$ cat src/common/asx_pkg.sv
// Shared constants and types for the subtract / XOR / swap datapath.
// Assumes a single AHB-Lite master and one 100 MHz core clock.
package asx_pkg;

	// ********************************
	// Register byte offsets
	// ********************************
	localparam logic [11:0] ACC_OFFSET = 12'h000; // Accumulator
	localparam logic [11:0] STATUS_OFFSET = 12'h004; // Flags
	localparam logic [11:0] CMD_OFFSET = 12'h008; // Execute command (write)
	localparam logic [11:0] DIR_OFFSET = 12'h00c; // Port direction bytes
	localparam logic [11:0] FILE_BASE = 12'h200; // File registers, one word each
	localparam int FILE_DEPTH = 128; // File addresses 0 to 127

	// ********************************
	// Command word field positions
	// ********************************
	localparam int CMD_OP_LSB = 0; // Operation code, 3 bits
	localparam int CMD_DEST_BIT = 3; // 0 accumulator, 1 file register
	localparam int CMD_DEST_GIVEN_BIT = 4; // 0 means destination omitted
	localparam int CMD_ADDR_LSB = 8; // File address, 7 bits
	localparam int CMD_LIT_LSB = 16; // Literal, 8 bits

	// ********************************
	// Direction register layout and resets
	// ********************************
	localparam int DIR_A_LSB = 0;
	localparam int DIR_B_LSB = 8;
	localparam int DIR_C_LSB = 16;
	localparam logic [7:0] DIR_RESET = 8'hff; // All pins input
	localparam logic [7:0] ACC_RESET = 8'h00;
	localparam logic [6:0] DIR_SEL_A = 7'h05;
	localparam logic [6:0] DIR_SEL_B = 7'h06;
	localparam logic [6:0] DIR_SEL_C = 7'h07;

	// Operation codes carried in the command word
	typedef enum logic [2:0] {
		OP_NONE,
		OP_SUB_ACC_FROM_FILE,
		OP_SUB_WITH_BORROW,
		OP_NIBBLE_EXCHANGE,
		OP_LOAD_DIRECTION_REG,
		OP_EXCLUSIVE_OR_LITERAL,
		OP_EXCLUSIVE_OR_FILE
	} asx_op_e;

	// Status flags, bit 0 carry, bit 1 half borrow, bit 2 zero
	typedef struct packed {
		logic resultNull;
		logic halfBorrow;
		logic borrowInverse;
	} asx_flags_s;

	localparam asx_flags_s FLAGS_RESET = '{default: 1'b0};

endpackage

$ cat src/hdl/asx_core.sv
// Datapath for subtract, subtract with borrow, nibble exchange, direction
// load and exclusive-or, with its registers on an AHB-Lite slave port.
// Assumes one AHB-Lite master, single word transfers, hready looped back.
`timescale 1ns/10ps

// Overview of operation
// - Subtract from file sets carry, half borrow, zero
// - Borrow subtract updates carry, half, zero
// - Borrow subtract order: accumulator minus file
// - Destination bit zero accumulator, one file
// - Nibble exchange swaps halves, flags untouched
// - Omitted exchange destination means file register
// - Direction load: operands five to seven only
// - Literal XOR into accumulator, zero only
// - File XOR routed by destination, zero only
module asx_core (
	input wire logic clk,
	input wire logic reset_n,
	input wire logic hsel,
	input wire logic [11:0] haddr,
	input wire logic [1:0] htrans,
	input wire logic hwrite,
	input wire logic [2:0] hsize,
	input wire logic [31:0] hwdata,
	input wire logic hready,
	output logic hreadyout,
	output logic hresp,
	output logic [31:0] hrdata,
	output logic [7:0] portADirection,
	output logic [7:0] portBDirection,
	output logic [7:0] portCDirection
);

	// ********************************
	// Bus slave state
	// ********************************
	typedef enum {ST_IDLE, ST_WRITE, ST_READ, ST_READOUT} asx_bus_e;
	asx_bus_e busState_reg; // Phase of the current transfer
	asx_bus_e busState_next;
	logic [11:0] addr_reg; // Latched address phase
	logic [31:0] hrdata_reg; // Read data, loaded in wait cycle

	// ********************************
	// Datapath state
	// ********************************
	logic [7:0] acc_reg; // Accumulator
	asx_pkg::asx_flags_s flags_reg; // Carry, half borrow, zero
	logic [7:0] dirA_reg; // Port A direction
	logic [7:0] dirB_reg; // Port B direction
	logic [7:0] dirC_reg; // Port C direction
	logic [7:0] fileMem [asx_pkg::FILE_DEPTH]; // File register array

	// ********************************
	// Address phase decode
	// ********************************
	wire addrTaken = hsel && htrans[1] && hready; // Request accepted
	wire inDataWrite = (busState_reg == ST_WRITE); // Write data phase
	wire hitAcc = (addr_reg == asx_pkg::ACC_OFFSET);
	wire hitStatus = (addr_reg == asx_pkg::STATUS_OFFSET);
	wire hitCmd = (addr_reg == asx_pkg::CMD_OFFSET);
	wire hitDir = (addr_reg == asx_pkg::DIR_OFFSET);
	wire hitFile = (addr_reg[11:9] == asx_pkg::FILE_BASE[11:9]) && (addr_reg[1:0] == 2'b00);
	wire [6:0] busFileAddr = addr_reg[8:2];

	// Next bus state from the current phase and a new request
	always_comb begin
		busState_next = busState_reg;
		case (busState_reg)
			ST_READ: begin
				busState_next = ST_READOUT;
			end
			default: begin
				if (addrTaken) begin
					busState_next = hwrite ? ST_WRITE : ST_READ;
				end else begin
					busState_next = ST_IDLE;
				end
			end
		endcase
	end

	// One wait state on reads so read data comes from a flip-flop
	assign hreadyout = (busState_reg != ST_READ);
	assign hresp = 1'b0;
	assign hrdata = hrdata_reg;

	// ********************************
	// Command decode
	// ********************************
	wire execValid = inDataWrite && hitCmd; // Command write executes now
	wire [2:0] cmdOpBits = hwdata[asx_pkg::CMD_OP_LSB +: 3];
	wire asx_pkg::asx_op_e cmdOp = asx_pkg::asx_op_e'(cmdOpBits);
	wire cmdDestBit = hwdata[asx_pkg::CMD_DEST_BIT];
	wire cmdDestGiven = hwdata[asx_pkg::CMD_DEST_GIVEN_BIT];
	wire [6:0] cmdAddr = hwdata[asx_pkg::CMD_ADDR_LSB +: 7];
	wire [7:0] cmdLit = hwdata[asx_pkg::CMD_LIT_LSB +: 8];
	wire [7:0] fileOperand = fileMem[cmdAddr];

	// ********************************
	// Shared subtracter: a + ~b + cin
	// ********************************
	wire isSubFile = (cmdOp == asx_pkg::OP_SUB_ACC_FROM_FILE);
	wire isSubBorrow = (cmdOp == asx_pkg::OP_SUB_WITH_BORROW);
	// File minus accumulator, or accumulator minus file minus borrow
	wire [7:0] subA = isSubFile ? fileOperand : acc_reg;
	wire [7:0] subB = isSubFile ? acc_reg : fileOperand;
	wire subCin = isSubFile ? 1'b1 : flags_reg.borrowInverse;
	wire [8:0] subSum = {1'b0, subA} + {1'b0, ~subB} + {8'h00, subCin};
	wire [4:0] subNib = {1'b0, subA[3:0]} + {1'b0, ~subB[3:0]} + {4'h0, subCin};
	// Carry out is one when no borrow happened
	wire subCarry = subSum[8];
	wire subHalf = subNib[4];

	// ********************************
	// Result select and destination
	// ********************************
	wire [7:0] swapResult = {fileOperand[3:0], fileOperand[7:4]};
	wire [7:0] xorLitResult = acc_reg ^ cmdLit;
	wire [7:0] xorFileResult = acc_reg ^ fileOperand;
	wire [7:0] opResult = (isSubFile || isSubBorrow) ? subSum[7:0] :
		(cmdOp == asx_pkg::OP_NIBBLE_EXCHANGE) ? swapResult :
		(cmdOp == asx_pkg::OP_EXCLUSIVE_OR_LITERAL) ? xorLitResult : xorFileResult;
	wire resultZero = (opResult == 8'h00);
	wire writesResult = isSubFile || isSubBorrow ||
		(cmdOp == asx_pkg::OP_NIBBLE_EXCHANGE) ||
		(cmdOp == asx_pkg::OP_EXCLUSIVE_OR_LITERAL) ||
		(cmdOp == asx_pkg::OP_EXCLUSIVE_OR_FILE);
	// Omitted destination on exchange defaults to file register
	wire swapDefault = (cmdOp == asx_pkg::OP_NIBBLE_EXCHANGE) && !cmdDestGiven;
	wire destFile = (cmdOp != asx_pkg::OP_EXCLUSIVE_OR_LITERAL) &&
		(cmdDestBit || swapDefault);
	wire execToAcc = execValid && writesResult && !destFile;
	wire execToFile = execValid && writesResult && destFile;
	wire isLoadDir = execValid && (cmdOp == asx_pkg::OP_LOAD_DIRECTION_REG);
	wire setsAllFlags = execValid && (isSubFile || isSubBorrow);
	wire setsZeroOnly = execValid && ((cmdOp == asx_pkg::OP_EXCLUSIVE_OR_LITERAL) ||
		(cmdOp == asx_pkg::OP_EXCLUSIVE_OR_FILE));

	// Bus writes to plain registers
	wire busAccWr = inDataWrite && hitAcc;
	wire busStatusWr = inDataWrite && hitStatus;
	wire busDirWr = inDataWrite && hitDir;
	wire busFileWr = inDataWrite && hitFile;

	// Read multiplexer, unmapped addresses read zero
	wire [31:0] readValue = hitAcc ? {24'h000000, acc_reg} :
		hitStatus ? {29'h00000000, flags_reg} :
		hitDir ? {8'h00, dirC_reg, dirB_reg, dirA_reg} :
		hitFile ? {24'h000000, fileMem[busFileAddr]} : 32'h00000000;

	// ********************************
	// Bus phase registers
	// ********************************
	always_ff @(posedge clk or negedge reset_n) begin
		if (!reset_n) begin
			busState_reg <= ST_IDLE;
			addr_reg <= 12'h000;
		end else begin
			busState_reg <= busState_next;
			if (addrTaken && hreadyout) begin
				addr_reg <= haddr;
			end
		end
	end

	// Read data captured during the wait cycle
	always_ff @(posedge clk or negedge reset_n) begin
		if (!reset_n) begin
			hrdata_reg <= 32'h00000000;
		end else if (busState_reg == ST_READ) begin
			hrdata_reg <= readValue;
		end
	end

	// ********************************
	// Accumulator and flags
	// ********************************
	always_ff @(posedge clk or negedge reset_n) begin
		if (!reset_n) begin
			acc_reg <= asx_pkg::ACC_RESET;
		end else if (execToAcc) begin
			acc_reg <= opResult;
		end else if (busAccWr) begin
			acc_reg <= hwdata[7:0];
		end
	end

	// Flags change only for the operations that affect them
	always_ff @(posedge clk or negedge reset_n) begin
		if (!reset_n) begin
			flags_reg <= asx_pkg::FLAGS_RESET;
		end else if (setsAllFlags) begin
			flags_reg <= '{resultNull: resultZero, halfBorrow: subHalf,
				borrowInverse: subCarry};
		end else if (setsZeroOnly) begin
			flags_reg.resultNull <= resultZero;
		end else if (busStatusWr) begin
			flags_reg <= asx_flags_from(hwdata[2:0]);
		end
	end

	// Status word to flags
	function automatic asx_pkg::asx_flags_s asx_flags_from(input logic [2:0] bits);
		return asx_pkg::asx_flags_s'(bits);
	endfunction

	// ********************************
	// Direction registers
	// ********************************
	always_ff @(posedge clk or negedge reset_n) begin
		if (!reset_n) begin
			dirA_reg <= asx_pkg::DIR_RESET;
			dirB_reg <= asx_pkg::DIR_RESET;
			dirC_reg <= asx_pkg::DIR_RESET;
		end else if (isLoadDir) begin
			// Operands outside five to seven load nothing
			if (cmdAddr == asx_pkg::DIR_SEL_A) begin
				dirA_reg <= acc_reg;
			end else if (cmdAddr == asx_pkg::DIR_SEL_B) begin
				dirB_reg <= acc_reg;
			end else if (cmdAddr == asx_pkg::DIR_SEL_C) begin
				dirC_reg <= acc_reg;
			end
		end else if (busDirWr) begin
			dirA_reg <= hwdata[asx_pkg::DIR_A_LSB +: 8];
			dirB_reg <= hwdata[asx_pkg::DIR_B_LSB +: 8];
			dirC_reg <= hwdata[asx_pkg::DIR_C_LSB +: 8];
		end
	end

	assign portADirection = dirA_reg;
	assign portBDirection = dirB_reg;
	assign portCDirection = dirC_reg;

	// ********************************
	// File register array, no reset
	// ********************************
	always_ff @(posedge clk) begin
		if (execToFile) begin
			fileMem[cmdAddr] <= opResult;
		end else if (busFileWr) begin
			fileMem[busFileAddr] <= hwdata[7:0];
		end
	end

	// ********************************
	// Checks
	// ********************************
	a_sub_file_carry: assert property (@(posedge clk) disable iff (!reset_n)
		(execValid && isSubFile) |=> flags_reg.borrowInverse ==
			($past(acc_reg) <= $past(fileOperand)) &&
		flags_reg.halfBorrow == ($past(acc_reg[3:0]) <= $past(fileOperand[3:0])))
		else $error("Subtract from file flags wrong");

	a_borrow_sub_value: assert property (@(posedge clk) disable iff (!reset_n)
		(execToAcc && isSubBorrow) |=> acc_reg == 8'($past(acc_reg) - $past(fileOperand)
			- {7'h00, !$past(flags_reg.borrowInverse)}))
		else $error("Borrow subtract result wrong");

	a_borrow_sub_carry: assert property (@(posedge clk) disable iff (!reset_n)
		(execValid && isSubBorrow) |=> flags_reg.borrowInverse == ({1'b0, $past(acc_reg)} >=
			({1'b0, $past(fileOperand)} + {8'h00, !$past(flags_reg.borrowInverse)})))
		else $error("Borrow subtract carry wrong");

	// Literal exclusive-or has no destination bit and always lands in the accumulator
	a_dest_to_file: assert property (@(posedge clk) disable iff (!reset_n)
		(execValid && writesResult && cmdDestBit && !busAccWr &&
			cmdOp != asx_pkg::OP_EXCLUSIVE_OR_LITERAL) |=> $stable(acc_reg))
		else $error("File destination changed accumulator");

	// Swapped byte must appear in whichever destination the command fields select
	a_swap_nibbles: assert property (@(posedge clk) disable iff (!reset_n)
		(execValid && cmdOp == asx_pkg::OP_NIBBLE_EXCHANGE) |=> $stable(flags_reg) &&
		((($past(cmdDestGiven) && !$past(cmdDestBit)) ? acc_reg : fileMem[$past(cmdAddr)]) ==
			{$past(fileOperand[3:0]), $past(fileOperand[7:4])}))
		else $error("Nibble exchange wrong");

	a_swap_default: assert property (@(posedge clk) disable iff (!reset_n)
		(execValid && cmdOp == asx_pkg::OP_NIBBLE_EXCHANGE && !cmdDestGiven) |=>
		$stable(acc_reg) && fileMem[$past(cmdAddr)] ==
			{$past(fileOperand[3:0]), $past(fileOperand[7:4])})
		else $error("Omitted destination went to accumulator");

	a_dir_load: assert property (@(posedge clk) disable iff (!reset_n)
		(isLoadDir && cmdAddr == asx_pkg::DIR_SEL_B) |=> portBDirection == $past(acc_reg) &&
		$stable(portADirection) && $stable(portCDirection) && $stable(flags_reg))
		else $error("Direction load wrong");

	a_xor_literal: assert property (@(posedge clk) disable iff (!reset_n)
		(execValid && cmdOp == asx_pkg::OP_EXCLUSIVE_OR_LITERAL) |=>
		acc_reg == ($past(acc_reg) ^ $past(cmdLit)) &&
		flags_reg.borrowInverse == $past(flags_reg.borrowInverse) &&
		flags_reg.halfBorrow == $past(flags_reg.halfBorrow))
		else $error("Literal exclusive-or wrong");

	a_zero_flag: assert property (@(posedge clk) disable iff (!reset_n)
		(execValid && cmdOp == asx_pkg::OP_EXCLUSIVE_OR_FILE) |=>
		flags_reg.resultNull == ($past(acc_reg) == $past(fileOperand)))
		else $error("Zero flag wrong after file exclusive-or");

	a_read_wait: assert property (@(posedge clk) disable iff (!reset_n)
		(addrTaken && !hwrite && hreadyout) |=> !hreadyout ##1 hreadyout)
		else $error("Read wait state missing");

endmodule // asx_core

$ cat config.mk
export PLATFORM = sky130hd
export DESIGN_NAME = asx_core
export DESIGN_NICKNAME = d
export VERILOG_FILES = /design/src/common/asx_pkg.sv /design/src/hdl/asx_core.sv
export SDC_FILE = /design/constraint.sdc
export NUM_CORES = 2
export LEC_CHECK = 0
export BUFFER_PORTS_ARGS = -buffer_cell sky130_fd_sc_hd__buf_2
export CAP_MARGIN = 10
export CORE_MARGIN = 2
export CORE_UTILIZATION = 57
export DETAILED_ROUTE_END_ITERATION = 10
export PLACE_DENSITY = 0.78
export SETUP_SLACK_MARGIN = 0.15
export SYNTH_ARGS = -nofsm -noshare
export SYNTH_HDL_FRONTEND = slang
export SYNTH_SLANG_ARGS = --single-unit
$ cat constraint.sdc
create_clock -name clk -period 12.9 [get_ports clk]
set_input_delay 0.645 -clock clk [delete_from_list [all_inputs] [get_ports clk]]
set_output_delay 0.645 -clock clk [all_outputs]
set_load 0.03 [all_outputs]
==> report_table.html <==
<table>
<tr><th>Metric</th><th>Value</th></tr>
<tr><th colspan="2">Finish</th></tr>
<tr><td>Share of layout cells above drive strength 1</td><td>0.285</td></tr>
<tr><td>Flip-flop count of the largest register after layout</td><td>1024</td></tr>
<tr><td>Number of nets in the final layout</td><td>~3200</td></tr>
<tr><td>Final core utilization</td><td>0.631</td></tr>
<tr><td>Synth-to-Final Area Change</td><td>9.66%</td></tr>
<tr><td>Final cell count without fillers</td><td>~4500</td></tr>
<tr><td>Fill cell total of the finished layout</td><td>slightly above 6000</td></tr>
<tr><th colspan="2">Global routing</th></tr>
<tr><td>Global routing usage on met1</td><td>0.450</td></tr>
<tr><td>Global-route wire length before repair</td><td>234000 um</td></tr>
<tr><td>GR met3 Demand/Resource</td><td>0.110</td></tr>
<tr><td>Initial antenna violation count</td><td>12</td></tr>
<tr><td>Most crowded layer after global routing</td><td>met2</td></tr>
<tr><td>Remaining Overflow, GRT</td><td>0</td></tr>
<tr><td>Pin count of the biggest net entering global routing</td><td>105</td></tr>
<tr><td>Vias in the first global route</td><td>32900</td></tr>
<tr><td>Total global routing track utilization</td><td>0.349</td></tr>
<tr><td>Global routing usage on met2</td><td>0.521</td></tr>
<tr><th colspan="2">Die</th></tr>
<tr><td>Num rows</td><td>about 110</td></tr>
<tr><td>Width of the die</td><td>308 um</td></tr>
<tr><td>Initial core utilization</td><td>0.576</td></tr>
<tr><td>I/O Pins</td><td>112</td></tr>
<tr><td>Vertical extent of the die</td><td>roughly 300 um</td></tr>
<tr><td>Floorplan die area</td><td>around 95000 um2</td></tr>
<tr><td>Floorplan core area</td><td>around 90000 um2</td></tr>
<tr><th colspan="2">Pwr</th></tr>
<tr><td>Logic gate share of total power</td><td>0.255</td></tr>
<tr><td>Sequential share of power</td><td>0.432</td></tr>
<tr><td>Power per Cell Area</td><td>between 150 and 200 nW/um2</td></tr>
<tr><td>Cell-internal power</td><td>approximately 7 mW</td></tr>
<tr><td>Clock network fraction of total power</td><td>0.313</td></tr>
<tr><td>Total chip power</td><td>9.94 mW</td></tr>
<tr><td>Leak</td><td>18.9 nW</td></tr>
<tr><td>Psw</td><td>~3.0 mW</td></tr>
<tr><td>Net switching fraction of the power</td><td>0.305</td></tr>
<tr><td>Peak supply drop</td><td>0.000121 V</td></tr>
<tr><th colspan="2">STA</th></tr>
<tr><td>Number of hold violations in the final report</td><td>0</td></tr>
<tr><td>Final max-slew violation count</td><td>0</td></tr>
<tr><td>Setup total negative slack</td><td>0 ns</td></tr>
<tr><td>Clock skew</td><td>~0.048 ns</td></tr>
<tr><td>Post-route worst hold slack</td><td>approximately 0.11 ns</td></tr>
<tr><td>Worst-case headroom to the max-slew limit</td><td>0.124</td></tr>
<tr><td>Worst-margin pin slew</td><td>between 1 and 1.5 ns</td></tr>
<tr><td>Unrepaired setup endpoints after global routing</td><td>false</td></tr>
<tr><td>Highest attainable clock frequency</td><td>121 MHz</td></tr>
<tr><td>Fraction of the cycle the final worst path needs</td><td>0.643</td></tr>
<tr><td>Number of setup violations in the final report</td><td>0</td></tr>
<tr><td>Post-layout min period</td><td>8.29 ns</td></tr>
<tr><th colspan="2">Yosys</th></tr>
<tr><td>Count of cell types in the netlist</td><td>77</td></tr>
<tr><td>Post-synth top flop</td><td>sky130_fd_sc_hd__edfxtp_1</td></tr>
<tr><td>Synthesized instance count</td><td>slightly above 3000</td></tr>
<tr><td>Leading cell types by count after synthesis</td><td>sky130_fd_sc_hd__edfxtp_1 (1024), sky130_fd_sc_hd__mux4_2 (492), sky130_fd_sc_hd__nand2_1 (200)</td></tr>
<tr><td>Mean area per synthesized cell</td><td>17.2 um2</td></tr>
<tr><td>Share of flip-flops with an asynchronous set or reset after synthesis</td><td>0.0665</td></tr>
<tr><td>Cell taking the most area after synthesis</td><td>sky130_fd_sc_hd__edfxtp_1</td></tr>
<tr><td>Total standard cell area after synthesis</td><td>52800 um2</td></tr>
<tr><td>Proportion of synthesized chip area in sequential cells</td><td>0.617</td></tr>
<tr><td>Count of state elements after synthesis</td><td>about 1100</td></tr>
<tr><td>Warnings from Yosys</td><td>0</td></tr>
<tr><td>Fraction of post-synthesis cell area in the top cell type by area</td><td>0.582</td></tr>
<tr><td>Most frequent cell after synthesis</td><td>sky130_fd_sc_hd__edfxtp_1</td></tr>
<tr><td>Number of enable flip-flop cells after synthesis</td><td>~1000</td></tr>
<tr><td>Cells taking the most area after synthesis</td><td>sky130_fd_sc_hd__edfxtp_1 (58%), sky130_fd_sc_hd__mux4_2 (21%), sky130_fd_sc_hd__mux2i_1 (3.4%), sky130_fd_sc_hd__dfrtp_1 (2.3%), sky130_fd_sc_hd__nand2_1 (1.4%)</td></tr>
<tr><th colspan="2">CTS</th></tr>
<tr><td>Number of buffers between clock root and the deepest sink</td><td>3</td></tr>
<tr><td>Clock slew at the register clock pins of the worst setup and hold paths</td><td>about 0.060 ns</td></tr>
<tr><td>Latest clock arrival within the worst-skew pair</td><td>~0.71 ns</td></tr>
<tr><td>Hold buffer count at cts</td><td>0</td></tr>
<tr><td>H-tree levels</td><td>3</td></tr>
<tr><td>Post-CTS repair timing setup buffer count</td><td>0</td></tr>
<tr><td>Root cell of the clock tree</td><td>sky130_fd_sc_hd__clkbuf_16</td></tr>
<tr><td>Post-CTS Resized</td><td>0</td></tr>
<tr><td>Clock tree from TritonCTS</td><td>done</td></tr>
<tr><td>Number of buffers created by CTS</td><td>about 110</td></tr>
<tr><td>Sink count of the clock tree</td><td>approximately 1100</td></tr>
<tr><th colspan="2">Place</th></tr>
<tr><td># placed instances</td><td>approximately 4200</td></tr>
<tr><td>Detailed Place HPWL</td><td>104000 um</td></tr>
<tr><td>Count of input and output buffers</td><td>90</td></tr>
<tr><td>Final GP Congestion</td><td>between 1 and 1.5</td></tr>
<tr><th colspan="2">Critical path</th></tr>
<tr><td>Crit path kind</td><td>in -&gt; reg</td></tr>
<tr><td>Endpoint required time on the critical path</td><td>between 10 and 15 ns</td></tr>
<tr><td>CP Max Fanout</td><td>between 90 and 100</td></tr>
<tr><td>Worst Setup Start Kind</td><td>primary input</td></tr>
<tr><td>Category of the worst setup path capture point</td><td>flop</td></tr>
<tr><td>Worst path arrival time</td><td>around 8.6 ns</td></tr>
<tr><th colspan="2">Min path</th></tr>
<tr><td>Path category of the worst min-delay check</td><td>in -&gt; async</td></tr>
<tr><th colspan="2">Route</th></tr>
<tr><td>First-pass detailed-route iteration total</td><td>8</td></tr>
<tr><td>Number of DRC markers in iteration 0</td><td>5336</td></tr>
<tr><td>Count of unresolved DRC violations after routing</td><td>0</td></tr>
<tr><td>Vias</td><td>about 33000</td></tr>
<tr><td>Post-DR wirelength/cell</td><td>36.7 um</td></tr>
<tr><td>Post-Route WL</td><td>roughly 160000 um</td></tr>
<tr><td>Antenna Violating Nets Remaining</td><td>0</td></tr>
<tr><td>Via density per instance</td><td>around 7.5</td></tr>
<tr><th colspan="2">Outcome</th></tr>
<tr><td>Status</td><td>finished clean</td></tr>
<tr><th colspan="2">Job</th></tr>
<tr><td>Number of maximum-capacitance constraint violations</td><td>0</td></tr>
</table>
[layout by cell type, fill, tap and decap left out, types with 31 or more instances in the layout]
cell                           n
sky130_fd_sc_hd__buf_4        77
sky130_fd_sc_hd__o22ai_1      31
sky130_fd_sc_hd__nor2_1      195
sky130_fd_sc_hd__buf_2        86
sky130_fd_sc_hd__mux4_2      492
sky130_fd_sc_hd__clkbuf_16   109
sky130_fd_sc_hd__mux2i_1     181
sky130_fd_sc_hd__o21ai_0     101
sky130_fd_sc_hd__a21oi_1      86
sky130_fd_sc_hd__nand2_1     200
sky130_fd_sc_hd__dfrtp_1      46
sky130_fd_sc_hd__a22oi_1      51
sky130_fd_sc_hd__edfxtp_1   1024
[cells by family after synthesis]
group                    share of synthesized area
multiplexers                                 0.255
flip-flops                                   0.617
buffers and inverters                       0.0241
AND/OR/NAND/NOR                             0.0455
adder cells (fa/ha/maj)                    0.00242
XOR/XNOR                                   0.00332
other                                    0.0000710
AO/OA/AOI/OAI                               0.0521
[per-stage QoR]
| step | worst slack [ns] | cell area, um2 |
|---|---|---|
| 2_1_floorplan | 2.24 | 52900 |
| 3_3_place_gp | 4.60 | 54500 |
| 3_5_place_dp | 4.32 | 54500 |
| 4_1_cts | 5.03 | 57900 |
| 5_1_grt | 4.36 | 57900 |
| 6_report | 4.61 | 57900 |
[worst paths after layout]
kind | endpoint | startpoint | slack [ns] | depth (start not counted)
max in group asynchronous | addr_reg[2]$_DFFE_PN0P_ | reset_n | 12.10 | 1
max reg2reg | fileMem[56][7]$_DFFE_PP_ | fileMem[36][1]$_DFFE_PP_ | 5.82 | 19
max | fileMem[56][7]$_DFFE_PP_ | hwdata[9] | 4.61 | 22
min in group clk | addr_reg[6]$_DFFE_PN0P_ | haddr[6] | 0.18 | 2
min | busState_reg[1]$_DFF_PN0_ | reset_n | 0.11 | 1
min reg2reg | hrdata[20]$_DFFE_PN0P_ | hrdata[20]$_DFFE_PN0P_ | 0.48 | 2
[cell type report]
cell class,count,area (um2),area share
diodes,11,27.5,0.000475
clock buffers,129,2800,0.0484
clock inverters,65,626,0.0108
inverters,17,68.8,0.00119
multi-input cells,1723,19100,0.330
flip-flops and latches,1097,32600,0.563
well taps,1243,1560,0.0268
repair buffers,170,1140,0.0196
[power groups by stage]
stage,Combinational (mW),Clock [mW],Sequential (mW)
after floorplan,1.59,0,4.44
after global placement,2.37,0,4.36
after detailed placement,2.43,0,4.37
after CTS,2.44,3.11,4.29
after global routing,2.59,3.24,4.30
final,2.53,3.11,4.29
[worst max-delay path, stage by stage]
cell                       delay (ns)
sky130_fd_sc_hd__clkbuf_8        0.35
sky130_fd_sc_hd__buf_4           0.52
sky130_fd_sc_hd__nor2_4          0.66
sky130_fd_sc_hd__buf_4           0.47
sky130_fd_sc_hd__a221o_1         0.24
sky130_fd_sc_hd__a21oi_1         0.09
sky130_fd_sc_hd__o21ai_0         1.03
sky130_fd_sc_hd__o31ai_1         0.39
sky130_fd_sc_hd__nor2_1          0.30
sky130_fd_sc_hd__nand2_1         0.08
sky130_fd_sc_hd__o21ai_0         0.17
sky130_fd_sc_hd__ha_1            0.29
sky130_fd_sc_hd__nor2b_1         0.12
sky130_fd_sc_hd__o21ai_0         0.20
sky130_fd_sc_hd__a21boi_0        0.19
sky130_fd_sc_hd__o21a_1          0.21
sky130_fd_sc_hd__nor2_1          0.17
sky130_fd_sc_hd__o21ai_0         0.15
sky130_fd_sc_hd__xor2_1          0.16
sky130_fd_sc_hd__a22oi_1         0.21
sky130_fd_sc_hd__a21oi_4         0.84
sky130_fd_sc_hd__buf_4           0.88
[layer usage]
| layer | routed length (um) | vias to the layer above |
|---|---|---|
| met4 | 11700 | 10 |
| met3 | 23900 | 697 |
| met2 | 74200 | 3034 |
| met5 | 68 | - |
| li1 | - | 12800 |
| met1 | 53600 | 16800 |
(Power assumes the default switching activity.)
